**src/spi_pin_pkg.sv**
```systemverilog
// Shared constants and types for the select-line pin-state controller
package spi_pin_pkg;
    // Slave link states
    typedef enum logic [2:0] {
        ST_INIT = 3'b000,
        ST_DESEL = 3'b001,
        ST_SELECTED = 3'b010,
        ST_BUSY = 3'b011,
        ST_PROACTIVE = 3'b100,
        ST_PSAVE = 3'b101
    } link_state_t;

    // Word size and transmit buffer shape
    localparam int WORD_W = 8;
    localparam int TX_DEPTH = 4;
    // Filler sent when the transmit buffer runs dry
    localparam logic [7:0] TX_IDLE_WORD = 8'hff;

    // Reset values
    localparam logic SEL_RELEASED = 1'b1;
    localparam logic [2:0] BIT_CNT_RESET = 3'h0;

    // Timing: request pulse window in ns, clock period in ns
    localparam int CLK_PERIOD_NS = 100;
    localparam int REQ_WINDOW_NS = 10000;
    // Longest time rounds down, never below one cycle
    localparam int REQ_WINDOW_CYC = (REQ_WINDOW_NS / CLK_PERIOD_NS) < 1 ?
        1 : (REQ_WINDOW_NS / CLK_PERIOD_NS);
    localparam int REQ_CNT_W = 16;
endpackage

```
**src/word_stream_if.sv**
```systemverilog
// Valid/ready word stream between the buffer and the shifter
`timescale 1ns/1ps
interface word_stream_if #(
    parameter int WIDTH = 8
);
    logic [WIDTH-1:0] data;
    logic valid;
    logic ready;
    modport src (output data, output valid, input ready);
    modport snk (input data, input valid, output ready);
endinterface

```
**src/word_fifo.sv**
```systemverilog
// Small flip-flop FIFO with valid/ready on both sides
`timescale 1ns/1ps
module word_fifo #(
    parameter int WIDTH = 8,
    parameter int DEPTH = 4
) (
    input wire logic i_clk,
    input wire logic i_nrst,
    word_stream_if.snk fill,
    word_stream_if.src drain
);
    localparam int AW = $clog2(DEPTH);
    localparam logic [AW:0] DEPTH_C = (AW + 1)'(DEPTH);

    logic [WIDTH-1:0] mem_reg [DEPTH];
    logic [AW-1:0] wr_reg;
    logic [AW-1:0] rd_reg;
    logic [AW:0] cnt_reg;
    logic [AW:0] cnt_next;
    logic not_full_reg;
    logic push;
    logic pop;

    // Index wrap, shared by both pointers
    function automatic logic [AW-1:0] bump(input logic [AW-1:0] p);
        return (p == AW'(DEPTH - 1)) ? '0 : p + 1'b1;
    endfunction

    assign push = fill.valid && not_full_reg;
    assign pop = drain.ready && (cnt_reg != '0);
    assign fill.ready = not_full_reg;
    assign drain.valid = (cnt_reg != '0);
    assign drain.data = mem_reg[rd_reg];

    always_comb begin
        cnt_next = cnt_reg;
        if (push && !pop) begin
            cnt_next = cnt_reg + 1'b1;
        end else if (pop && !push) begin
            cnt_next = cnt_reg - 1'b1;
        end
    end

    // Storage write; no reset needed on data
    always_ff @(posedge i_clk) begin
        if (push) begin
            mem_reg[wr_reg] <= fill.data;
        end
    end

    // Pointers and occupancy; ready held in a flop for clean timing
    always_ff @(posedge i_clk or negedge i_nrst) begin
        if (!i_nrst) begin
            wr_reg <= '0;
            rd_reg <= '0;
            cnt_reg <= '0;
            not_full_reg <= 1'b0;
        end else begin
            if (push) begin
                wr_reg <= bump(wr_reg);
            end
            if (pop) begin
                rd_reg <= bump(rd_reg);
            end
            cnt_reg <= cnt_next;
            not_full_reg <= (cnt_next != DEPTH_C);
        end
    end
endmodule

```
**src/spi_pin_ctrl.sv**
```systemverilog
// Four-wire SPI slave pin-state controller with shared select line
`timescale 1ns/1ps
module spi_pin_ctrl #(
    parameter int REQ_WINDOW_CYC = spi_pin_pkg::REQ_WINDOW_CYC
) (
    input wire logic i_clk,
    input wire logic i_nrst,
    input wire logic i_shared_select_line,
    input wire logic i_link_clk,
    input wire logic i_mosi,
    output logic o_master_select_drive_n,
    output logic o_select_oe,
    output logic o_miso,
    output logic o_miso_oe,
    input wire logic i_config_done,
    input wire logic i_busy_capable,
    input wire logic i_busy_hold,
    input wire logic i_request,
    input wire logic i_power_save,
    input wire logic [spi_pin_pkg::WORD_W-1:0] i_tx_data,
    input wire logic i_tx_valid,
    output logic o_tx_ready,
    output logic [spi_pin_pkg::WORD_W-1:0] o_rx_data,
    output logic o_rx_valid,
    output spi_pin_pkg::link_state_t o_state
);
    localparam int W = spi_pin_pkg::WORD_W;
    localparam logic [2:0] BIT_CNT_ZERO = spi_pin_pkg::BIT_CNT_RESET;

    spi_pin_pkg::link_state_t state_reg;
    spi_pin_pkg::link_state_t state_next;
    logic [1:0] sel_sync_reg;
    logic [1:0] own_drive_reg;
    logic [2:0] clk_sync_reg;
    logic [1:0] mosi_sync_reg;
    logic sel_low;
    logic clk_rise;
    logic clk_fall;
    logic shifting;
    logic drive_sel;
    logic [spi_pin_pkg::REQ_CNT_W-1:0] req_cnt_reg;
    logic req_done;
    logic [2:0] bit_cnt_reg;
    logic [W-1:0] rx_sh_reg;
    logic [W-1:0] tx_sh_reg;
    logic load_tx;

    word_stream_if #(.WIDTH(W)) tx_in ();
    word_stream_if #(.WIDTH(W)) tx_out ();

    assign tx_in.data = i_tx_data;
    assign tx_in.valid = i_tx_valid;
    assign o_tx_ready = tx_in.ready;

    // Transmit words wait here; a full buffer stalls the user side
    word_fifo #(
        .WIDTH(W),
        .DEPTH(spi_pin_pkg::TX_DEPTH)
    ) u_tx_fifo (
        .i_clk(i_clk),
        .i_nrst(i_nrst),
        .fill(tx_in),
        .drain(tx_out)
    );

    // Pins come from outside: two flops, the third for edge finding
    always_ff @(posedge i_clk or negedge i_nrst) begin
        if (!i_nrst) begin
            sel_sync_reg <= {2{spi_pin_pkg::SEL_RELEASED}};
            clk_sync_reg <= 3'h0;
            mosi_sync_reg <= 2'h0;
        end else begin
            sel_sync_reg <= {sel_sync_reg[0], i_shared_select_line};
            clk_sync_reg <= {clk_sync_reg[1:0], i_link_clk};
            mosi_sync_reg <= {mosi_sync_reg[0], i_mosi};
        end
    end

    // Our own released drive lingers two cycles in the synchroniser;
    // blanking it costs a master two cycles of latency right after
    always_ff @(posedge i_clk or negedge i_nrst) begin
        if (!i_nrst) begin
            own_drive_reg <= 2'h0;
        end else begin
            own_drive_reg <= {own_drive_reg[0], o_select_oe};
        end
    end

    assign sel_low = !sel_sync_reg[1] && (own_drive_reg == 2'h0);
    assign clk_rise = clk_sync_reg[1] && !clk_sync_reg[2];
    assign clk_fall = !clk_sync_reg[1] && clk_sync_reg[2];
    // Receiver runs only when selected, or busy with capability, so shared traffic is ignored
    assign shifting = (state_reg == spi_pin_pkg::ST_SELECTED) ||
        ((state_reg == spi_pin_pkg::ST_BUSY) && i_busy_capable);
    assign req_done = (req_cnt_reg == spi_pin_pkg::REQ_CNT_W'(
        REQ_WINDOW_CYC - 1));

    // State sequencing
    always_comb begin
        state_next = state_reg;
        unique case (state_reg)
            spi_pin_pkg::ST_INIT: begin
                if (i_config_done) begin
                    state_next = spi_pin_pkg::ST_DESEL;
                end
            end
            spi_pin_pkg::ST_DESEL: begin
                if (sel_low && i_busy_hold) begin
                    state_next = spi_pin_pkg::ST_BUSY;
                end else if (sel_low) begin
                    state_next = spi_pin_pkg::ST_SELECTED;
                end else if (i_request) begin
                    state_next = spi_pin_pkg::ST_PROACTIVE;
                end else if (i_power_save) begin
                    state_next = spi_pin_pkg::ST_PSAVE;
                end
            end
            spi_pin_pkg::ST_SELECTED: begin
                if (!sel_low && i_busy_hold) begin
                    state_next = spi_pin_pkg::ST_BUSY;
                end else if (!sel_low) begin
                    state_next = spi_pin_pkg::ST_DESEL;
                end
            end
            spi_pin_pkg::ST_BUSY: begin
                if (!i_busy_hold) begin
                    state_next = spi_pin_pkg::ST_DESEL;
                end
            end
            spi_pin_pkg::ST_PROACTIVE: begin
                // Master overlap does not stretch the window
                if (req_done) begin
                    state_next = spi_pin_pkg::ST_DESEL;
                end
            end
            spi_pin_pkg::ST_PSAVE: begin
                // Leading select edge resumes the slave
                if (sel_low) begin
                    state_next = spi_pin_pkg::ST_SELECTED;
                end else if (!i_power_save) begin
                    state_next = spi_pin_pkg::ST_DESEL;
                end
            end
            default: state_next = spi_pin_pkg::ST_INIT;
        endcase
    end

    always_ff @(posedge i_clk or negedge i_nrst) begin
        if (!i_nrst) begin
            state_reg <= spi_pin_pkg::ST_INIT;
        end else begin
            state_reg <= state_next;
        end
    end

    // Request window timer, cleared outside the pro-active state
    always_ff @(posedge i_clk or negedge i_nrst) begin
        if (!i_nrst) begin
            req_cnt_reg <= '0;
        end else if (state_reg == spi_pin_pkg::ST_PROACTIVE) begin
            req_cnt_reg <= req_cnt_reg + 1'b1;
        end else begin
            req_cnt_reg <= '0;
        end
    end

    // Select drive kept apart from the receiver path
    assign drive_sel = (state_next == spi_pin_pkg::ST_BUSY) ||
        (state_next == spi_pin_pkg::ST_PROACTIVE);
    always_ff @(posedge i_clk or negedge i_nrst) begin
        if (!i_nrst) begin
            o_select_oe <= 1'b0;
            o_master_select_drive_n <= spi_pin_pkg::SEL_RELEASED;
        end else begin
            o_select_oe <= drive_sel;
            o_master_select_drive_n <= !drive_sel;
        end
    end

    // Data output enable by state
    always_ff @(posedge i_clk or negedge i_nrst) begin
        if (!i_nrst) begin
            o_miso_oe <= 1'b0;
        end else begin
            o_miso_oe <= (state_next == spi_pin_pkg::ST_SELECTED) ||
                ((state_next == spi_pin_pkg::ST_BUSY) &&
                i_busy_capable);
        end
    end

    // Load a word on entry to a frame and after each full word
    assign load_tx = ((state_next == spi_pin_pkg::ST_SELECTED) &&
        (state_reg != spi_pin_pkg::ST_SELECTED)) ||
        (shifting && clk_fall && (bit_cnt_reg == BIT_CNT_ZERO));
    assign tx_out.ready = load_tx;

    // Mode 0 shifter: sample on rising edge, change on falling edge
    always_ff @(posedge i_clk or negedge i_nrst) begin
        if (!i_nrst) begin
            bit_cnt_reg <= spi_pin_pkg::BIT_CNT_RESET;
            rx_sh_reg <= '0;
            tx_sh_reg <= '0;
            o_miso <= 1'b0;
            o_rx_data <= '0;
            o_rx_valid <= 1'b0;
        end else begin
            o_rx_valid <= 1'b0;
            if (load_tx) begin
                // Empty buffer sends filler rather than stalling the master
                tx_sh_reg <= tx_out.valid ? tx_out.data :
                    spi_pin_pkg::TX_IDLE_WORD;
                o_miso <= tx_out.valid ? tx_out.data[W-1] :
                    spi_pin_pkg::TX_IDLE_WORD[W-1];
            end else if (shifting && clk_fall) begin
                tx_sh_reg <= {tx_sh_reg[W-2:0], 1'b0};
                o_miso <= tx_sh_reg[W-2];
            end
            if (!shifting) begin
                bit_cnt_reg <= spi_pin_pkg::BIT_CNT_RESET;
            end else if (clk_rise) begin
                rx_sh_reg <= {rx_sh_reg[W-2:0], mosi_sync_reg[1]};
                bit_cnt_reg <= bit_cnt_reg + 1'b1;
                if (bit_cnt_reg == 3'h7) begin
                    o_rx_data <= {rx_sh_reg[W-2:0], mosi_sync_reg[1]};
                    o_rx_valid <= 1'b1;
                end
            end
        end
    end

    always_ff @(posedge i_clk or negedge i_nrst) begin
        if (!i_nrst) begin
            o_state <= spi_pin_pkg::ST_INIT;
        end else begin
            o_state <= state_next;
        end
    end
endmodule

```
**config.mk**
```make
export PLATFORM = sky130hd
export DESIGN_NAME = spi_pin_ctrl
export DESIGN_NICKNAME = d
export VERILOG_FILES = /design/src/spi_pin_pkg.sv /design/src/word_stream_if.sv /design/src/word_fifo.sv /design/src/spi_pin_ctrl.sv
export SDC_FILE = /design/constraint.sdc
export NUM_CORES = 1
export LEC_CHECK = 0
export BUFFER_PORTS_ARGS = -buffer_cell sky130_fd_sc_hd__buf_2
export CAP_MARGIN = 20
export CORE_MARGIN = 1.5
export CORE_UTILIZATION = 40
export DETAILED_ROUTE_END_ITERATION = 8
export GPL_ROUTABILITY_DRIVEN = 0
export SLEW_MARGIN = 10
export SYNTH_ARGS = -nofsm -noshare
export SYNTH_HDL_FRONTEND = slang
export SYNTH_SLANG_ARGS = --single-unit
```
**constraint.sdc**
```tcl
create_clock -name i_clk -period 1.9 [get_ports i_clk]
set_input_delay 0.285 -clock i_clk [delete_from_list [all_inputs] [get_ports i_clk]]
set_output_delay 0.285 -clock i_clk [all_outputs]
set_load 0.01 [all_outputs]
```
# Word level (Yosys, flattened, before mapping)
# Memory sizes are Yosys's and may differ from the RTL's.
# Cells that the tools add are included.
[totals] reg_bits=66 ram_bits=32 output_inout_bits=17 elab_cells=103 mem_count=1
[op_classes] addsub=6 n_eq_ne=15 n_mux=30 reduce_logical=32
[memory_table] memory="u_tx_fifo.mem_reg" depth=4 width=8 rd=1 rd_clocked_by_memory_dff=0 write_ports=1 line_no="word_fifo.sv:15" source="logic [WIDTH-1:0] mem_reg [DEPTH];"
[ops] op="$mux W3" count=15
[ops] op="$mux W7" count=3
[ops] op="$pmux W3 S6" count=1
[ops] op="$add A16 B1 Y16 const B" count=1
[ops] op="$eq A16 B7 Y1 const B" count=1
[ops] op="$mux W16" count=1
[ops] op="$logic_and A1 B1 Y1" count=14
[ops] op="$eq A3 B2 Y1 const B" count=4
[ops] op="$eq A3 B3 Y1 const B" count=4
[ops] op="$mux W1" count=8
[ops] op="$logic_not A1 Y1" count=7
[ops] op="$add A3 B1 Y3 const B" count=2
[ops] op="$logic_not A3 Y1" count=2
[ops] op="$add A2 B1 Y2 const B" count=2
[ops] op="$eq A2 B2 Y1 const B" count=2
[ops] op="$logic_or A1 B1 Y1" count=4
[ops] op="$mux W2" count=2
[ops] op="$eq A3 B1 Y1 const B" count=1
[ops] op="$ne A3 B2 Y1 const B" count=1
[ops] op="$ne A3 B3 Y1 const B" count=1
[ops] op="$reduce_and A3 Y1" count=1
[ops] op="$reduce_bool A3 Y1" count=1
[ops] op="$sub A3 B1 Y3 const B" count=1
[ops] op="$logic_not A2 Y1" count=1
[ops] op="other kinds (3)" count=3

# Longest topological paths before layout
# Gate-level depths: netlist of run 1.
[depth] depth_word=14 ltp_mapped=8

# Hierarchy
# Synthesis of run 1 repeated with hierarchy kept, for this count alone.
[unflattened] hier_cells=301 area_unflattened_um2=4260.3
[modules_own_cells] mod="spi_pin_ctrl" n_inst=1 cells_each=205 area_per_inst_um2=2539.9
[modules_own_cells] mod="word_fifo" n_inst=1 cells_each=96 area_per_inst_um2=1720.4

# Least setup slack after synthesis of run 1
# OpenSTA, ideal clock, no wires.
[synth_timing] path_kind="reg2reg" startpoint="reg bit_cnt_reg[0]" endpoint="reg u_tx_fifo.rd_reg[0]" setup_ps=118 arrival_ps=1489 path_slack_ps=293 stages_incl_launch_ff=9 path_cell_list="dfrtp_1 inv_1 ha_1 and4bb_1 and3_4 o21ai_4 buf_6 nor3_1 a21o_1"
[synth_via] elab_chain_len=4
[synth_lines] element="from (decl)" line_no="spi_pin_ctrl.sv:43" source="logic [2:0] bit_cnt_reg;"
[synth_lines] element="from (signal assigned)" line_no="spi_pin_ctrl.sv:200" source="bit_cnt_reg <= spi_pin_pkg::BIT_CNT_RESET;"
[synth_lines] element="from (signal assigned)" line_no="spi_pin_ctrl.sv:219" source="bit_cnt_reg <= spi_pin_pkg::BIT_CNT_RESET;"
[synth_lines] element="from (signal assigned)" line_no="spi_pin_ctrl.sv:222" source="bit_cnt_reg <= bit_cnt_reg + 1'b1;"
[synth_lines] element="$logic_not A3 Y1" line_no="spi_pin_ctrl.sv:194" source="(shifting && clk_fall && (bit_cnt_reg == BIT_CNT_ZERO));"
[synth_lines] element="$logic_and A1 B1 Y1" line_no="spi_pin_ctrl.sv:194"
[synth_lines] element="$logic_or A1 B1 Y1" line_no="spi_pin_ctrl.sv:193" source="(state_reg != spi_pin_pkg::ST_SELECTED)) ||"
[synth_lines] element="$logic_and A1 B1 Y1" line_no="word_fifo.sv:30" source="assign pop = drain.ready && (cnt_reg != '0);"
[synth_lines] element="to (signal assigned)" line_no="word_fifo.sv:63" source="rd_reg <= bump(rd_reg);"
[synth_lines] element="to (decl)" line_no="word_fifo.sv:17" source="logic [AW-1:0] rd_reg;"
# Every way passes these cells.
# A chain may end at the register's enable or synchronous reset.

# Worst setup path in the final report of run 1
# Same ends and word-level chain as after synthesis.

==> results of run 1 <==
metal layers:
layer  vias to the layer above  track usage, %  wire (um)
met4                         0            5.50        107
li1                       1238               -          -
met2                        33            23.1       3480
met5                         -               0          0
met1                      1239            17.1       3200
met3                        10            4.11        223
layout make-up:
type / instances / area, um2
fill: 942 / 5420
timing repair buffer: 45 / 272
multi-input combinational: 203 / 1570
inverter: 9 / 33.8
clock buffer: 9 / 124
sequential: 98 / 2620
tap: 136 / 170
clock inverter: 7 / 115
cell usage after synthesis (3+ instances only):
master	n	area, um2
nand2b_1	5	31.3
dfrtp_1	63	1580
and2_1	3	18.8
mux4_2	8	180
a21oi_1	11	55.1
nor3_1	6	30.0
mux2_1	5	56.3
and3_1	8	50.1
mux2i_1	9	90.1
or3_1	3	18.8
dfstp_2	3	78.8
mux2_2	10	113
o21ai_0	7	35.0
ha_1	12	150
nand2_1	20	75.1
xor2_1	9	78.8
nor2_1	33	124
edfxtp_1	32	961
xnor2_1	8	70.1
nand4_1	3	18.8
nand3_1	8	40.0
nor4_1	3	18.8
inv_1	9	33.8
worst paths after layout:
path	startpoint	end	slack [ns]
max reg2reg	bit_cnt_reg[0]$_DFFE_PN0P_	u_tx_fifo.rd_reg[0]$_DFFE_PN0P_	0.18
max in group asynchronous	i_nrst	o_master_select_drive_n$_DFF_PN1_	0.83
min in group asynchronous	i_nrst	o_rx_data[3]$_DFFE_PN0P_	0.42
min reg2reg	clk_sync_reg[0]$_DFF_PN0_	clk_sync_reg[1]$_DFF_PN0_	0.36
max	bit_cnt_reg[0]$_DFFE_PN0P_	u_tx_fifo.rd_reg[0]$_DFFE_PN0P_	0.18
min	i_mosi	mosi_sync_reg[0]$_DFF_PN0_	0.02
power by group:
part	internal, mW	leakage [nW]	switching, mW	total [mW]
Clock	0.872	0.117	0.706	1.58
Combinational	0.814	0.853	0.885	1.70
Sequential	2.63	1.14	0.320	2.95
cell families (layout without fill, tap and decap cells):
group / after synthesis / in the layout / share of synthesized area, %
AOI/OAI and AO/OA: 32 / 32 / 5.40
and+or+nand+nor: 109 / 109 / 13.9
buffers and inverters: 16 / 70 / 1.82
muxes: 32 / 32 / 10.3
adders and majority gates: 13 / 13 / 3.79
xor gates and xnor gates: 17 / 17 / 3.49
DFF: 98 / 98 / 61.4
timing repair:
item	CTS	global route
resized for setup	0	1
hold endpoints to repair	20	0
hold buffers	2	0
endpoints found under the setup margin	0	1
==> impl_metrics.toml, run 1 <==
[floorplan]
fp.coreArea_mm2 = 0.0103
start_util_pct = 41.3
ios = 36
die_h_um = 106
die-area_mm2 = 0.0113
die_x_um = 106
row_count = 37

[critical_path]
crit_chain = "inv_1 > ha_1 > and4bb_1 > and3_4 > o21ai_4 > buf_6 > nor3_1 > a21o_1"
path_max_fanout = 10
endpoint_kind = "register"
crit_type = "reg2reg"
cp-start-kind = "register"
crit_arrival_ns = 1.99
worst-path-buf-inv = 2
critPathTopFamily = "simple AND/OR/NAND/NOR gates"
crit_cells = 8
critical-path-slowest-cell = "dfrtp_1"
worstRegToRegCells = 8
max_stage_delay_ns = 0.39
cp_data_required_time_ns = 2.17

[timing]
finalHoldViolCount = 0
tightest_slew_ns = 0.497
worst_clock_skew_ns = 0.0103
period_needed_ns = 1.72
finalSetupViolCount = 0
slew_viol_final = 0
setup_slack_ns = 0.177
final.setup.tns_ns = 0
grt_setup_unrepaired = "no"
fin_hold_ws_ns = 0.0236
fin_crit_sh_pct = 90.7
relSlewSlack_pct = 66.9
fmaxAchievable_ghz = 0.580

[placed_design]
port_buffers = 35
dp_hpwl_um = 4910
place_area_mm2 = 0.00464
pre_cts_slack_ns = 0.161
place_inst = 489

[global_route]
grt_antenna_before_repair = 0
grt_usage_pct = 13.9
overflow = 0
grt_max_degree = 34
grt_pass1_wl_um = 12200
grt_pass1_vias = 2566

[final_layout]
n_antenna_cell = 0
final_cells = 507
fin_util_pct = 47.5
nets = 397
largest_reg_flops = 32
drive_gt1_share_pct = 25.1
design_area_mm2 = 0.00490
most-common-layout-cells = "dfrtp_1, buf_2, nor2_1"
areaGrowthSynthToFinish_pct = 14.9
layout_commonest_cell = "dfrtp_1"

[pwr]
max-vdd-ir-drop_mv = 0.751
power_mw = 6.23
power_density_mw_per_mm2 = 1270
power.leakage_nw = 2.11

[detailed_routing]
first_pass_iters = 4
drt_iter0_markers = 85
dr_total_vias = 2520
wl_per_cell_um = 13.8
drt-total-wl_um = 7010
antenna_left = 0
route.detailed.drc = 0
vias_per_cell = 4.97

[synth]
yosys_most_used_dff = "dfrtp_1"
synthArstFlopShare_pct = 67.3
netlist_area_mm2 = 0.00426
synth_nets = 348
synth_cells = 317
synth-edff-count = 32
synth_seq_cells = 98
yosys_warnings = 0
ys_seq_area_share_pct = 61.4
syn_avg_cell_area_um2 = 13.5
synth.distinct_cells = 56

[run_status]
status = "finished, final reports clean"

[clock_tree]
cts_tree = "built"
clock-root-buffer = "clkbuf_8"
h-tree-depth = 3
numCtsBuffers = 9
clkLatencyLatePin_ns = 0.37
cts.path.max_buffers = 2
path_clk_slew_ns = 0.10
post_cts_buffers = 0
clock-sinks = 98

[min_path]
hold_class = "in2reg"
hold_path_depth = 1

[job]
cap_violations = 0
Power figures use the tool's default switching activity.
==> inputs of run 2 (changes only) <==
Settings changed: CELL_PAD_IN_SITES_DETAIL_PLACEMENT set to 0, CELL_PAD_IN_SITES_GLOBAL_PLACEMENT set to 1, PLACE_DENSITY_LB_ADDON set to 0.1.
==> run 2 against run 1 <==
- combinational power about the same
- critical path depth unchanged
- fmax down 2.3%
- highest routed layer unchanged
==> impl_metrics.toml, run 2 (synthesized netlist as in run 1, its figures left out) <==
[global_route]
met3_usage_pct = 2.76
grt_use_met1_pct = 19.1
grt_pass1_wl_um = 12200
grt_pass1_vias = 2443
grt_max_degree = 67
grt_antenna_before_repair = 0
overflow = 0
grt_util_met2_pct = 21.1
grt_usage_pct = 13.9
grt-busiest-layer = "met2"

[critical_path]
worstRegToRegCells = 8
crit_type = "reg2reg"
max_stage_delay_ns = 0.39
rrSetupSlack_ns = 0.14
crit_chain = "inv_1 > ha_1 > and4bb_1 > and3_4 > o21ai_4 > buf_4 > nor3_1 > a21o_1"
path_max_fanout = 9
critPathTopFamily = "simple AND/OR/NAND/NOR gates"
worst-path-buf-inv = 2
cp_data_required_time_ns = 2.16
cp-start-kind = "register"
crit_cells = 8
endpoint_kind = "register"
critical-path-slowest-cell = "dfrtp_1"
crit_arrival_ns = 2.02

[pwr]
p_switching_mw = 1.99
power_mw = 6.08
power_density_mw_per_mm2 = 1250
max-vdd-ir-drop_mv = 0.546
seqPwrFrac_pct = 48.3
p_comb_share_pct = 28.5
clkPwrFrac_pct = 23.2
internal_power_mw = 4.09
power.leakage_nw = 2.11
p_sw_share_pct = 32.7

[timing]
relSlewSlack_pct = 70.3
slew_viol_final = 0
finalSetupViolCount = 0
period_needed_ns = 1.76
grt_setup_unrepaired = "no"
final.setup.tns_ns = 0
tightest_slew_ns = 0.446
fin_crit_sh_pct = 92.8
worst_clock_skew_ns = 0.00936
finalHoldViolCount = 0
fmaxAchievable_ghz = 0.567

[floorplan]
die_h_um = 106
start_util_pct = 41.3
fp.coreArea_mm2 = 0.0103
row_count = 37
die_x_um = 106
die-area_mm2 = 0.0113
ios = 36

[final_layout]
seq_area_mm2 = 0.00262
multi_input_area_mm2 = 0.00157
areaGrowthSynthToFinish_pct = 14.3
most-common-layout-cells = "dfrtp_1, buf_2, nor2_1"
design_area_mm2 = 0.00488
n_antenna_cell = 0
layout_commonest_cell = "dfrtp_1"
drive_gt1_share_pct = 25.3
fin_util_pct = 47.2
nets = 398
largest_reg_flops = 32
final.fill_count = 960

[clock_tree]
clkLatencyLatePin_ns = 0.36
h-tree-depth = 3
cts_resized = 0
clock-sinks = 98
cts.path.max_buffers = 2
numCtsBuffers = 9
cts_tree = "built"
path_clk_slew_ns = 0.10
clock-root-buffer = "clkbuf_8"

[placed_design]
dp_hpwl_um = 4830
port_buffers = 35
place_area_mm2 = 0.00464

[detailed_routing]
first_pass_iters = 4
antenna_left = 0
wl_per_cell_um = 14.1
route.detailed.drc = 0
drt_iter0_markers = 86
dr_total_vias = 2504
vias_per_cell = 4.93
drt-total-wl_um = 7170

[min_path]
hold_path_depth = 1
hold_class = "in2reg"

[run_status]
status = "finished, final reports clean"

[job]
cap_violations = 0
run 2: metal layers:
layer | vias to the layer above | wire, um | part of all wire, %
met4 | 0 | 124 | 1.7
met2 | 34 | 3350 | 47
li1 | 1237 | - | -
met5 | - | 0 | 0
met3 | 10 | 183 | 2.6
met1 | 1223 | 3510 | 49
run 2: worst paths after layout:
check / start / to
max in group asynchronous: i_nrst / o_master_select_drive_n$_DFF_PN1_
min in group asynchronous: i_nrst / o_rx_valid$_DFF_PN0_
hold reg to reg: mosi_sync_reg[0]$_DFF_PN0_ / mosi_sync_reg[1]$_DFF_PN0_
hold / removal: i_link_clk / clk_sync_reg[0]$_DFF_PN0_
setup / recovery: bit_cnt_reg[0]$_DFFE_PN0P_ / u_tx_fifo.rd_reg[0]$_DFFE_PN0P_
setup reg to reg: bit_cnt_reg[0]$_DFFE_PN0P_ / u_tx_fifo.rd_reg[0]$_DFFE_PN0P_
run 2: through the flow:
step	hold slack [ns]	setup slack, ns	std cells
global route	0.0210	0.0123	508
CTS	0.0211	0.116	508
floorplan	-0.0106	0.293	317
detailed placement	0.335	0.136	489
global placement	0.335	0.158	489
finish	0.0416	0.136	508
run 2: final cells by class:
class / instances / area share, %
clock buffers: 9 / 2.54
clock inverters: 7 / 1.72
inverters: 9 / 0.693
multi-input cells: 203 / 32.2
flip-flops and latches: 98 / 53.7
well taps: 136 / 3.49
repair buffers: 46 / 5.70
run 2: timing repair:
| item | CTS | global route |
|---|---|---|
| hold endpoints to repair | 65 | 0 |
| setup buffers | 0 | 0 |
| hold buffers | 3 | 0 |
run 2: worst register-to-register path: cells and delay by family (launching register included):
family,cells,cell delay [ns]
flops,1,0.39
simple gates,3,0.44
buf+inv,2,0.26
compound gates,2,0.40
fa+ha+maj,1,0.18
run 2: power by group through the flow:
stage / registers [mW] / logic [mW] / clock network [mW]
after floorplan: 2.93 / 1.28 / 0
after global placement: 2.98 / 1.76 / 0
after detailed placement: 2.99 / 1.76 / 0
after CTS: 2.95 / 1.77 / 1.47
after global routing: 3.00 / 1.95 / 1.55
final: 2.94 / 1.73 / 1.41
